$ cat src/rtl/mapping_tracker.sv
`timescale 1ns/100ps
`default_nettype none

module mapping_tracker #(
  parameter int unsigned ENTRIES = 8,
  parameter int unsigned PAGE_W = 36,
  parameter int unsigned CNT_W = $clog2(ENTRIES + 1)
) (
  input wire logic clk_i,
  input wire logic rst_i,
  input wire logic clear_i,
  input wire logic add_i,
  input wire logic [PAGE_W-1:0] add_page_i,
  input wire logic inv_i,
  input wire logic inv_all_i,
  input wire logic [PAGE_W-1:0] inv_page_i,
  output logic hit_o,
  output logic overflow_o,
  output logic [CNT_W-1:0] count_o
);

  logic [ENTRIES-1:0] valid_ff;
  logic [ENTRIES-1:0] nxt_valid;
  logic [PAGE_W-1:0] page_ff [ENTRIES];
  logic [PAGE_W-1:0] nxt_page [ENTRIES];
  logic [CNT_W-1:0] count_ff;
  logic [CNT_W-1:0] nxt_count;
  logic [ENTRIES-1:0] present;
  logic [ENTRIES-1:0] match;
  logic full;
  logic insert;

  // Per entry compare
  for (genvar g = 0; g < ENTRIES; g++)
  begin : g_entry
    assign present[g] = valid_ff[g] && (page_ff[g] == add_page_i);
    assign match[g] = valid_ff[g] && (inv_all_i || (page_ff[g] == inv_page_i));
  end

  assign full = (count_ff == CNT_W'(ENTRIES));
  assign insert = add_i && !(|present) && !full;
  assign hit_o = inv_i && (|match);
  // [RULE10] Tracking limit exceeded
  assign overflow_o = add_i && !(|present) && full;
  assign count_o = count_ff;

  always_comb
  begin
    nxt_valid = valid_ff;
    nxt_page = page_ff;
    nxt_count = count_ff;
    if (clear_i)
    begin
      nxt_valid = '0;
      nxt_count = '0;
    end
    else if (insert)
    begin
      for (int i = 0; i < ENTRIES; i++)
      begin
        if (count_ff == CNT_W'(i))
        begin
          nxt_valid[i] = 1'b1;
          nxt_page[i] = add_page_i;
        end
      end
      nxt_count = count_ff + CNT_W'(1);
    end
  end

  always_ff @(posedge clk_i)
  begin
    if (rst_i)
    begin
      valid_ff <= '0;
      count_ff <= '0;
      for (int i = 0; i < ENTRIES; i++)
      begin
        page_ff[i] <= '0;
      end
    end
    else
    begin
      valid_ff <= nxt_valid;
      count_ff <= nxt_count;
      page_ff <= nxt_page;
    end
  end

endmodule : mapping_tracker

`default_nettype wire

$ cat config.mk
export PLATFORM = sky130hd
export DESIGN_NAME = mapping_tracker
export DESIGN_NICKNAME = d
export VERILOG_FILES = /design/src/rtl/mapping_tracker.sv
export SDC_FILE = /design/constraint.sdc
export NUM_CORES = 1
export LEC_CHECK = 0
export ABC_AREA = 1
export BUFFER_PORTS_ARGS = -buffer_cell sky130_fd_sc_hd__buf_2
export CAP_MARGIN = 25
export CORE_UTILIZATION = 50
export DETAILED_ROUTE_END_ITERATION = 12
export PLACE_DENSITY = 0.72
export SYNTH_ARGS = -nofsm -noshare
export SYNTH_HDL_FRONTEND = slang
export SYNTH_SLANG_ARGS = --single-unit
$ cat constraint.sdc
create_clock -name clk_i -period 3.2 [get_ports clk_i]
set_input_delay 0.8 -clock clk_i [delete_from_list [all_inputs] [get_ports clk_i]]
set_output_delay 0.8 -clock clk_i [all_outputs]
set_load 0.05 [all_outputs]
[Yosys cells after proc, flatten, opt, wreduce, memory -nomap -nowiden]
Index checks and enable logic that the tools add are counted.
W data, S select, Z words.
Storage, ports and cells
  register bits: 300
  latch bits: 0
  RAM bits: 0
  bits in read-only memories: 0
  bits of input ports: 78
  output and inout bits: 6
  memories kept: 0
Operators by class
  $add $sub $neg: 1
  multipliers: 0
  divide/modulo/power cells: 0
  $lt $le $gt $ge: 0
  eq/ne operators: 24
  shift-type cells: 0
  multiplexer cells: 0
  bitwise operators: 1
  reduce and logical (&&, ||, !) cells: 50
Operators with widths (number)
  $eq A36 B36 Y1: 16
  $reduce_and A3 Y1: 8
  $logic_and A1 B1 Y1: 20
  $eq A4 B3 Y1 const B: 4
  $reduce_and A2 Y1: 8
  $reduce_or A8 Y1: 2
  $eq A4 B2 Y1 const B: 2
  $logic_or A1 B1 Y1: 8
  $add A4 B1 Y4 const B: 1
  $eq A4 B1 Y1 const B: 1
  $eq A4 B4 Y1 const B: 1
  $logic_not A4 Y1: 1
  $logic_not A1 Y1: 2
  $reduce_or A2 Y1: 1
  $not A1 Y1: 1

[Depth between registers and ports, before layout]
Gate-level depths: netlist of run 1.
  depth in word-level cells: 7
  mapped depth: 20
  depth with buffers taken out: 17

[Worst setup path after synthesis of run 1]
OpenSTA, ideal clock, no wires.
  kind: input-to-output
  from: input inv_page_i[23]
  to: output hit_o
  arrival: 2.747 ns
  data required time: 2.400 ns
  path slack: -0.347 ns
  stages on the path: 10
  path buffers: 1
  path through: clkbuf_1 > xnor2_1 > nand2_1 > nor4_1 > nand2_1 > o21ai_0 > nand2_1 > nand2_1 > nor2_1 > a21oi_1
Between the ends
  longest elaborated chain between the ends: 5
  elaborated cells on any way between the ends: 26
  those cells by class: eq/ne: 8; reduce/logical: 18
Ends and longest elaborated chain
  start, declared: RTL line 16  | input wire logic [PAGE_W-1:0] inv_page_i,
  $eq A36 B36 Y1: RTL line 37  | assign match[g] = valid_ff[g] && (inv_all_i || (page_ff[g] == inv_page_i));
  $logic_or A1 B1 Y1: RTL line 37
  $logic_and A1 B1 Y1: RTL line 37
  $reduce_or A8 Y1 (*): RTL line 42  | assign hit_o = inv_i && (|match);
  $logic_and A1 B1 Y1 (*): RTL line 42
  end, declared: RTL line 17  | output logic hit_o,
Every way passes the cells marked *; elsewhere a longest branch is shown, timed or not.

[Final worst setup path of run 1]
  from: input inv_page_i[9]
  to: output hit_o
The elaborated chain is that of the path after synthesis.

==> out/results.env, run 1 <==
STATUS='finished, violations left'
FAILED_CHECKS='negative setup slack'
OVERFLOW=0
MAPPEDNETLISTNETS=3690
UTILIZATION=0.663
AVGSYNTHCELLAREA_SQ_UM=5.77
DRV_CAP=0
DETAIL_ROUTE.VIAS_PER_CELL=5.57
P_COMB_FRAC=0.202
PERIOD_SHARE=1.12
LEAKAGEPOWER_nW=14.2
SHARE_SEQ_OF_TOTAL_POWER=0.377
REMAINING_MAX_SLEW_BUDGET_AT_THE_TIGHTEST_PIN=0.509
SYNTH_CELLS=3608
CP_DATA_ARRIVAL_TIME_PS=2780
SETUP.WORST_PATH.END_CLASS='primary output'
FINALSETUPVIOLCOUNT=2
NUM_ROWS=74
YOSYS.AREA_SHARE.XOR_XNOR=0.103
REMAINING_DRC_ERRORS=0
SYN-CELL-AREA_SQ_MM=0.0208
POWER.NET_SWITCHING_mW=3.25
GRT_START_MAX_NET_PINS=84
WHS_PATH_DEPTH=2
HOLD_PATH_CLASS='reg -> reg'
POWER.SHARE.CLOCK=0.421
POST_SYNTH_NUM_CELL_TYPES=39
SYNTH-MAIN-FF-CELL='sky130_fd_sc_hd__dfxtp_1'
HORIZONTAL_EXTENT_OF_THE_DIE_MICRONS=206
RSZ0062_AT_GRT='true'
TIMING.CRITICAL_PATH.FANOUT_MAX=5
CRITPATHREQUIREDTIME_PS=2400
SLOWEST_STAGE='sky130_fd_sc_hd__nand4_1'
LAYOUT.CELLS.MOST_COMMON_LIST='sky130_fd_sc_hd__nand2_1, sky130_fd_sc_hd__nor2_1, sky130_fd_sc_hd__buf_4'
ROUTEDWLPERCELL_MICRONS=25.0
SYNTH-SEQ-CELLS=300
DIE_H_MICRONS=206
TIMING.FINAL.WS_SETUP_PS=-384
FINALSETUPTNS_PS=-678
SETUP_CRIT_START_KIND='input port'
CLOCK_INSERTION_DELAY_WORST_SKEW_PS=600
FIN_CRIT_PS=3580
POWER_REPORT.INTERNAL_TOTAL_mW=7.03
POST_SYNTHESIS_ADDER_CELL_AREA_FRACTION=0.00240
MAX_CLOCK_FREQ_MHz=279
WORST-SLEW-PIN-TRANSITION_PS=733
TIMING.RR.START='page_ff[275]$_SDFFE_PP0P_'
POSTSYNTH.ASYNCRESETSHARE=0
PLACEABLECOREAREA_SQ_MM=0.0409
SYNTH_TOP_FAMILY_BY_AREA='simple AND/OR/NAND/NOR gates'
FLOORPLAN.INITIALDENSITY=0.509
FINAL-HOLD-VIOLATION-COUNT=0
CTS_TREE='done'
GLOBAL_ROUTE.USAGE.TOTAL=0.530
FINAL_COMMON_CELL='sky130_fd_sc_hd__nand2_1'
FIRST_ITER_VIOLATIONS=4057
TOTALWIRELENGTH_MICRONS=114000
POWER_PER_CELL_AREA_mW_PER_MM2=379
CLOCK_ROOT_BUFFER='sky130_fd_sc_hd__clkbuf_16'
POWER.IR.VDD_WORST_mV=0.384
COUNT_OF_FLIP_FLOPS_WITH_A_BUILT_IN_ENABLE_AFTER_SYNTHESIS=0
DPL.HPWL_MICRONS=90600
NETSWITCHINGFRACTION=0.316
MIN-DELAY-START='valid_ff[1]$_SDFFE_PP0P_'
VIA_COUNT_OF_THE_FIRST_GLOBAL_ROUTING_PASS=22200
N_FILL_CELL=3811
DRT-PASS1-ITER-COUNT=6
SYNTH_SIMPLE_GATE_AREA_FRAC=0.440
WORST_PATH_MOST_REPEATED_CELL='sky130_fd_sc_hd__nand2_1'
CRITICAL-PATH-MAX-STAGE-DELAY_PS=320
DESIGN.FINAL.NETS=4084
TRITONCTS_NUM_SINKS=300
DRIVE_GT1_FRAC=0.211
SYNTH-SEQ-AREA-SHARE=0.288
YOSYS_WARNING_COUNT=0
VIAS=25400
HTREE_NUM_LEVELS=2
CRIT_PATH_CELL_TRACE='buf_12 > buf_8 > buf_12 > xnor2_2 > nand4_1 > nor3_2 > nand4_1 > nand2_1 > nand2_1 > nand2_1 > nor2_2 > a21oi_2 > buf_6'
ROUTE.ANTENNA.REMAINING_NETS=0
SETUP.WORST_PATH.CLASS='in -> out'
AREA_GROWTH_PCT=30.3
DIE_AREA_SQ_MM=0.0425
CTS_BUFFERS=38
CTS.REPORTEDPATHS.CLKPINSLEW_PS=60
TOTAL_POWER_OF_THE_FINAL_LAYOUT_mW=10.3
GLOBALPLACE.CONGESTION=1.20
PORTBUFFERS=83
STARTPOINT='inv_page_i[9]'
SYNTHMUXAREASHARE=0
MAX-CLOCK-PATH-BUFFERS=3
FINAL_MAX_SLEW_VIOL_COUNT=0
GRT_FIRST_PASS_WIRELENGTH_MICRONS=156000
CLOCK_SKEW_PS=28.0
IO_PINS=84
WORSTREGTOREGCELLS=15
SYNTH-COMPOUND-AREA-SHARE=0.0333
GRT_ANTENNA_BEFORE_REPAIR=8
[metal layers]
metal  track usage  vias to the layer above  routed length (microns)  share of wire
met2         0.749                     1944                    44900           0.39
met3         0.153                      479                    16100           0.14
li1              -                    11500                        -              -
met4         0.415                        4                    11100          0.097
met1         0.669                    11400                    42200           0.37
met5        0.0107                        -                       25        0.00022
[what timing repair did]
| item | in CTS | in global routing |
|---|---|---|
| resized for setup | 114 | 230 |
| setup buffers | 5 | 17 |
| hold buffers | 0 | 0 |
| pin swaps | 21 | 58 |
| endpoints found under the hold margin | 0 | 0 |
| endpoints found under the setup margin | 2 | 2 |
[kinds of logic after synthesis]
kind of cell    after synthesis
xor+xnor                    246
compound gates              124
fa+ha+maj                     4
simple gates               2311
flops                       300
buf+inv                     623
[cells in the mapped netlist, drive strengths merged, types with 17 or more instances]
cell | count | area share
nand4 | 84 | 0.029
nor3 | 24 | 0.0058
inv | 426 | 0.077
nand2 | 1346 | 0.24
a21oi | 17 | 0.0041
o22ai | 20 | 0.0060
dfxtp | 300 | 0.29
buf | 130 | 0.043
nor2 | 786 | 0.14
xnor2 | 179 | 0.075
nor4 | 18 | 0.0054
clkbuf | 65 | 0.012
o21ai | 72 | 0.017
nand3 | 50 | 0.013
xor2 | 67 | 0.028
[final cells by class]
type	count	area (sq um)	area share
clock buffer	58	1140	0.0420
tap	532	666	0.0245
multi-input combinational	2685	12800	0.472
inverter	428	1680	0.0617
sequential	300	6040	0.222
timing repair buffer	549	4760	0.175
clock inverter	7	40.0	0.00147
antenna	5	12.5	0.000461
[power by group through the flow]
stage               clock [mW]  sequential, mW  combinational (mW)
floorplan                    0            3.92               0.869
global placement             0            3.95                1.82
detailed placement           0            3.95                1.82
CTS                       4.27            3.87                1.87
global route              4.41            3.88                2.13
finish                    4.33            3.88                2.08
[path summary, 6_finish.rpt]
path	end	slack, ps
worst max-delay path	hit_o	-380
worst min-delay path	valid_ff[1]$_SDFFE_PP0P_	500
worst max register to register	page_ff[2]$_SDFFE_PP0P_	280
worst min register to register	valid_ff[1]$_SDFFE_PP0P_	500
[critical path, delay by kind of cell]
| kind | cells | cell delay (ps) |
|---|---|---|
| simple gates | 7 | 980 |
| buf+inv | 4 | 540 |
| xor+xnor | 1 | 230 |
| compound gates | 1 | 220 |
[registers in the layout (all words and copies together) (netlist names)]
name / count
count_o: 4
page_ff: 288
valid_ff: 8
[stage by stage]
stage,cell area (sq um),hold WS (ps),setup WS [ps],std cells
after floorplan,20800,442,-50.4,3608
after global placement,24700,480,-731,4472
after detailed placement,24700,480,-695,4472
after CTS,26300,488,-266,4542
after global routing,27100,518,-382,4561
final,27100,496,-384,4564
No activity file was read; power rests on OpenSTA's default activity.
==> run 2, diff against run 1 <==
BUFFER_PORTS_ARGS = -buffer_cell sky130_fd_sc_hd__clkbuf_2   (was -buffer_cell sky130_fd_sc_hd__buf_2)
==> out/results.env, run 2 (synthesis gave the netlist of run 1 again) <==
POWER_PER_CELL_AREA_mW_PER_MM2=388  # was 379 mW/mm^2
HTREE_NUM_LEVELS=2  # unchanged
FINAL-HOLD-VIOLATION-COUNT=0  # unchanged
DIE_H_MICRONS=206  # unchanged
TIMING.CRITICAL_PATH.FANOUT_MAX=3  # was 5
GLOBAL_ROUTE.USAGE.TOTAL=0.542  # was 0.530
CLOCK_INSERTION_DELAY_WORST_SKEW_PS=570  # was 600 ps
CTS.REPORTEDPATHS.CLKPINSLEW_PS=60  # about the same
TRITONCTS_NUM_SINKS=300  # unchanged
MAX-CLOCK-PATH-BUFFERS=3  # unchanged
CTS_TREE='done'  # unchanged
CRITPATHREQUIREDTIME_PS=2400  # about the same
CLOCK_SKEW_PS=15.7  # was 28.0 ps
FIN_CRIT_PS=3520  # was 3580 ps
UTILIZATION=0.659  # was 0.663
CTS_BUFFERS=37  # was 38
SETUP.WORST_PATH.END_CLASS='primary output'  # unchanged
LARGEST_REGISTER_FFS=288  # unchanged
PORTBUFFERS=83  # unchanged
DIE_AREA_SQ_MM=0.0425  # unchanged
DRT-PASS1-ITER-COUNT=7  # was 6
DP.CELLS=4465  # was 4,472
DRIVE_GT1_FRAC=0.199  # was 0.211
VIAS=25400  # about the same
P_COMB_FRAC=0.197  # was 0.202
DESIGN.FINAL.NETS=4070  # was 4,084
FIRST_ITER_VIOLATIONS=4334  # was 4,057
DETAIL_ROUTE.VIAS_PER_CELL=5.58  # was 5.57
CRIT_FAMILY='simple AND/OR/NAND/NOR gates'  # unchanged
TIMING.HOLD.WS_PS=528  # was 496 ps
PLACEABLECOREAREA_SQ_MM=0.0409  # unchanged
WORST_PATH_MOST_REPEATED_CELL='sky130_fd_sc_hd__nand2_1'  # unchanged
SHARE_SEQ_OF_TOTAL_POWER=0.370  # was 0.377
HOLD_PATH_CLASS='reg -> reg'  # unchanged
ROUTE.ANTENNA.REMAINING_NETS=0  # unchanged
POST_LAYOUT_NONFILLER_INSTANCES=4550  # was 4,564
HOLDBUFCOUNTCTS=0  # unchanged
NUM_ROWS=74  # unchanged
DRV_CAP=0  # unchanged
LEAKAGEPOWER_nW=14.2  # about the same
REMAINING_DRC_ERRORS=0  # unchanged
POWER_REPORT.INTERNAL_TOTAL_mW=7.27  # was 7.03 mW
FINALSETUPVIOLCOUNT=2  # unchanged
SLOWEST_STAGE='sky130_fd_sc_hd__dfxtp_1'  # was sky130_fd_sc_hd__nand4_1
FLOORPLAN.INITIALDENSITY=0.509  # unchanged
CRIT_PATH_CELL_TRACE='inv_1 > nand2_1 > nand4_1 > nor4_2 > nand2_1 > o21ai_1 > nand2_1 > nand2_2 > nor2_2 > a21oi_2 > buf_12'  # was buf_12 > buf_8 > buf_12 > xnor2_2 > nand4_1 > nor3_2 > nand4_1 > nand2_1 > nand2_1 > nand2_1 > nor2_2 > a21oi_2 > buf_6
WORST-SLEW-PIN-TRANSITION_PS=798  # was 733 ps
REMAINING_MAX_SLEW_BUDGET_AT_THE_TIGHTEST_PIN=0.465  # was 0.509
ROUTEDWLPERCELL_MICRONS=25.4  # was 25.0 microns
TIMING.FINAL.WS_SETUP_PS=-317  # was -384 ps
CRITICAL-PATH-MAX-STAGE-DELAY_PS=460  # was 320 ps
DPL.HPWL_MICRONS=91500  # was 90,600 microns
GRT_START_MAX_NET_PINS=83  # was 84
CP_DATA_ARRIVAL_TIME_PS=2720  # was 2780 ps
POWER.NET_SWITCHING_mW=3.19  # was 3.25 mW
FAILED_CHECKS='negative setup slack'  # unchanged
MAX_CLOCK_FREQ_MHz=284  # was 279 MHz
VIA_COUNT_OF_THE_FIRST_GLOBAL_ROUTING_PASS=22900  # was 22,200
STATUS='finished, violations left'  # unchanged
CP_NUM_BUF_INV=2  # was 4
GLOBALPLACE.CONGESTION=1.17  # was 1.20
RSZ0062_AT_GRT='true'  # unchanged
SETUP_CRIT_START_KIND='register'  # was input port
AREA_GROWTH_PCT=29.5  # was 30.3%
GRT_ANTENNA_BEFORE_REPAIR=7  # was 8
NETSWITCHINGFRACTION=0.305  # was 0.316
TOTAL_POWER_OF_THE_FINAL_LAYOUT_mW=10.5  # was 10.3 mW
PERIOD_SHARE=1.10  # was 1.12
GRT_FIRST_PASS_WIRELENGTH_MICRONS=160000  # was 156,000 microns
LAYOUT.CELLS.MOST_COMMON_LIST='sky130_fd_sc_hd__nand2_1, sky130_fd_sc_hd__nor2_1, sky130_fd_sc_hd__buf_4'  # unchanged
REGMOSTFLOPS='page_ff'  # unchanged
TOTALWIRELENGTH_MICRONS=116000  # was 114,000 microns
HORIZONTAL_EXTENT_OF_THE_DIE_MICRONS=206  # unchanged
POWER.IR.VDD_WORST_mV=0.414  # was 0.384 mV
FINAL_MAX_SLEW_VIOL_COUNT=0  # unchanged
IO_PINS=84  # unchanged
OVERFLOW=0  # unchanged
POWER.SHARE.CLOCK=0.433  # was 0.421
SETUP.WORST_PATH.CLASS='reg -> out'  # was in -> out
FINAL_COMMON_CELL='sky130_fd_sc_hd__nand2_1'  # unchanged
CLOCK_ROOT_BUFFER='sky130_fd_sc_hd__clkbuf_16'  # unchanged
-- run 2: changes by cell type in the layout (fill, tap and decap cells not counted), moves of 9 or more --
cell and change:
sky130_fd_sc_hd__buf_2 -46, sky130_fd_sc_hd__buf_4 -16, sky130_fd_sc_hd__clkbuf_2 +53, sky130_fd_sc_hd__dfxtp_1 +9, sky130_fd_sc_hd__nand2_1 +20, sky130_fd_sc_hd__nand2_2 -21
sky130_fd_sc_hd__nor2_1 +10
-- run 2: layout make-up --
| class | instances | area (sq um) |
|---|---|---|
| inverters | 428 | 1640 |
| clock inverters | 12 | 168 |
| well taps | 532 | 666 |
| repair buffers | 536 | 4590 |
| diodes | 4 | 10.0 |
| multi-input cells | 2685 | 12800 |
| clock buffers | 53 | 1100 |
| flip-flops and latches | 300 | 6020 |
| fillers | 3754 | 13900 |
-- run 2: per-layer routing --
| layer | GRT usage | part of all wire | vias up | wire length [microns] |
|---|---|---|---|---|
| met3 | 0.193 | 0.15 | 513 | 17200 |
| li1 | - | - | 11500 | - |
| met5 | 0 | 0.00022 | - | 25 |
| met4 | 0.404 | 0.095 | 4 | 11000 |
| met2 | 0.782 | 0.40 | 1953 | 46100 |
| met1 | 0.660 | 0.36 | 11400 | 41300 |
-- run 2: tightest hold or removal path, cell delays in order (launching register included) --
cell                      delay [ps]
sky130_fd_sc_hd__dfxtp_1         310
sky130_fd_sc_hd__inv_1            90
sky130_fd_sc_hd__a21oi_1          80
-- run 2: timing repair --
action,CTS,global route
endpoints found under the setup margin,2,27
pin swaps,35,46
resized for setup,146,111
endpoints found under the hold margin,0,0
buffers inserted,18,5
-- run 2: power by group through the flow --
stage	sequential [mW]	clock, mW	combinational [mW]
3_5_place_dp	3.95	0	1.82
2_1_floorplan	3.92	0	0.869
3_3_place_gp	3.95	0	1.81
6_report	3.87	4.53	2.06
5_1_grt	3.87	4.65	2.10
4_1_cts	3.87	4.50	1.90
-- run 2: worst paths after layout --
check / slack, ps / depth (start not counted) / to / from
max: -320 / 11 / hit_o / page_ff[260]$_SDFFE_PP0P_
max reg2reg: 200 / 18 / count_o[3]$_SDFFE_PP0P_ / page_ff[71]$_SDFFE_PP0P_
min reg2reg: 530 / 2 / valid_ff[5]$_SDFFE_PP0P_ / valid_ff[5]$_SDFFE_PP0P_
min: 530 / 2 / valid_ff[5]$_SDFFE_PP0P_ / valid_ff[5]$_SDFFE_PP0P_
-- run 2: stage by stage --
stage          setup TNS [ps]  setup WS, ps  instance area (sq um)
2_1_floorplan           -50.4         -50.4                  20800
3_3_place_gp          -100530          -530                  24600
3_5_place_dp           -99000          -504                  24600
4_1_cts                 -1650          -247                  26600
5_1_grt                  -664          -369                  27000
6_report                 -613          -317                  27000
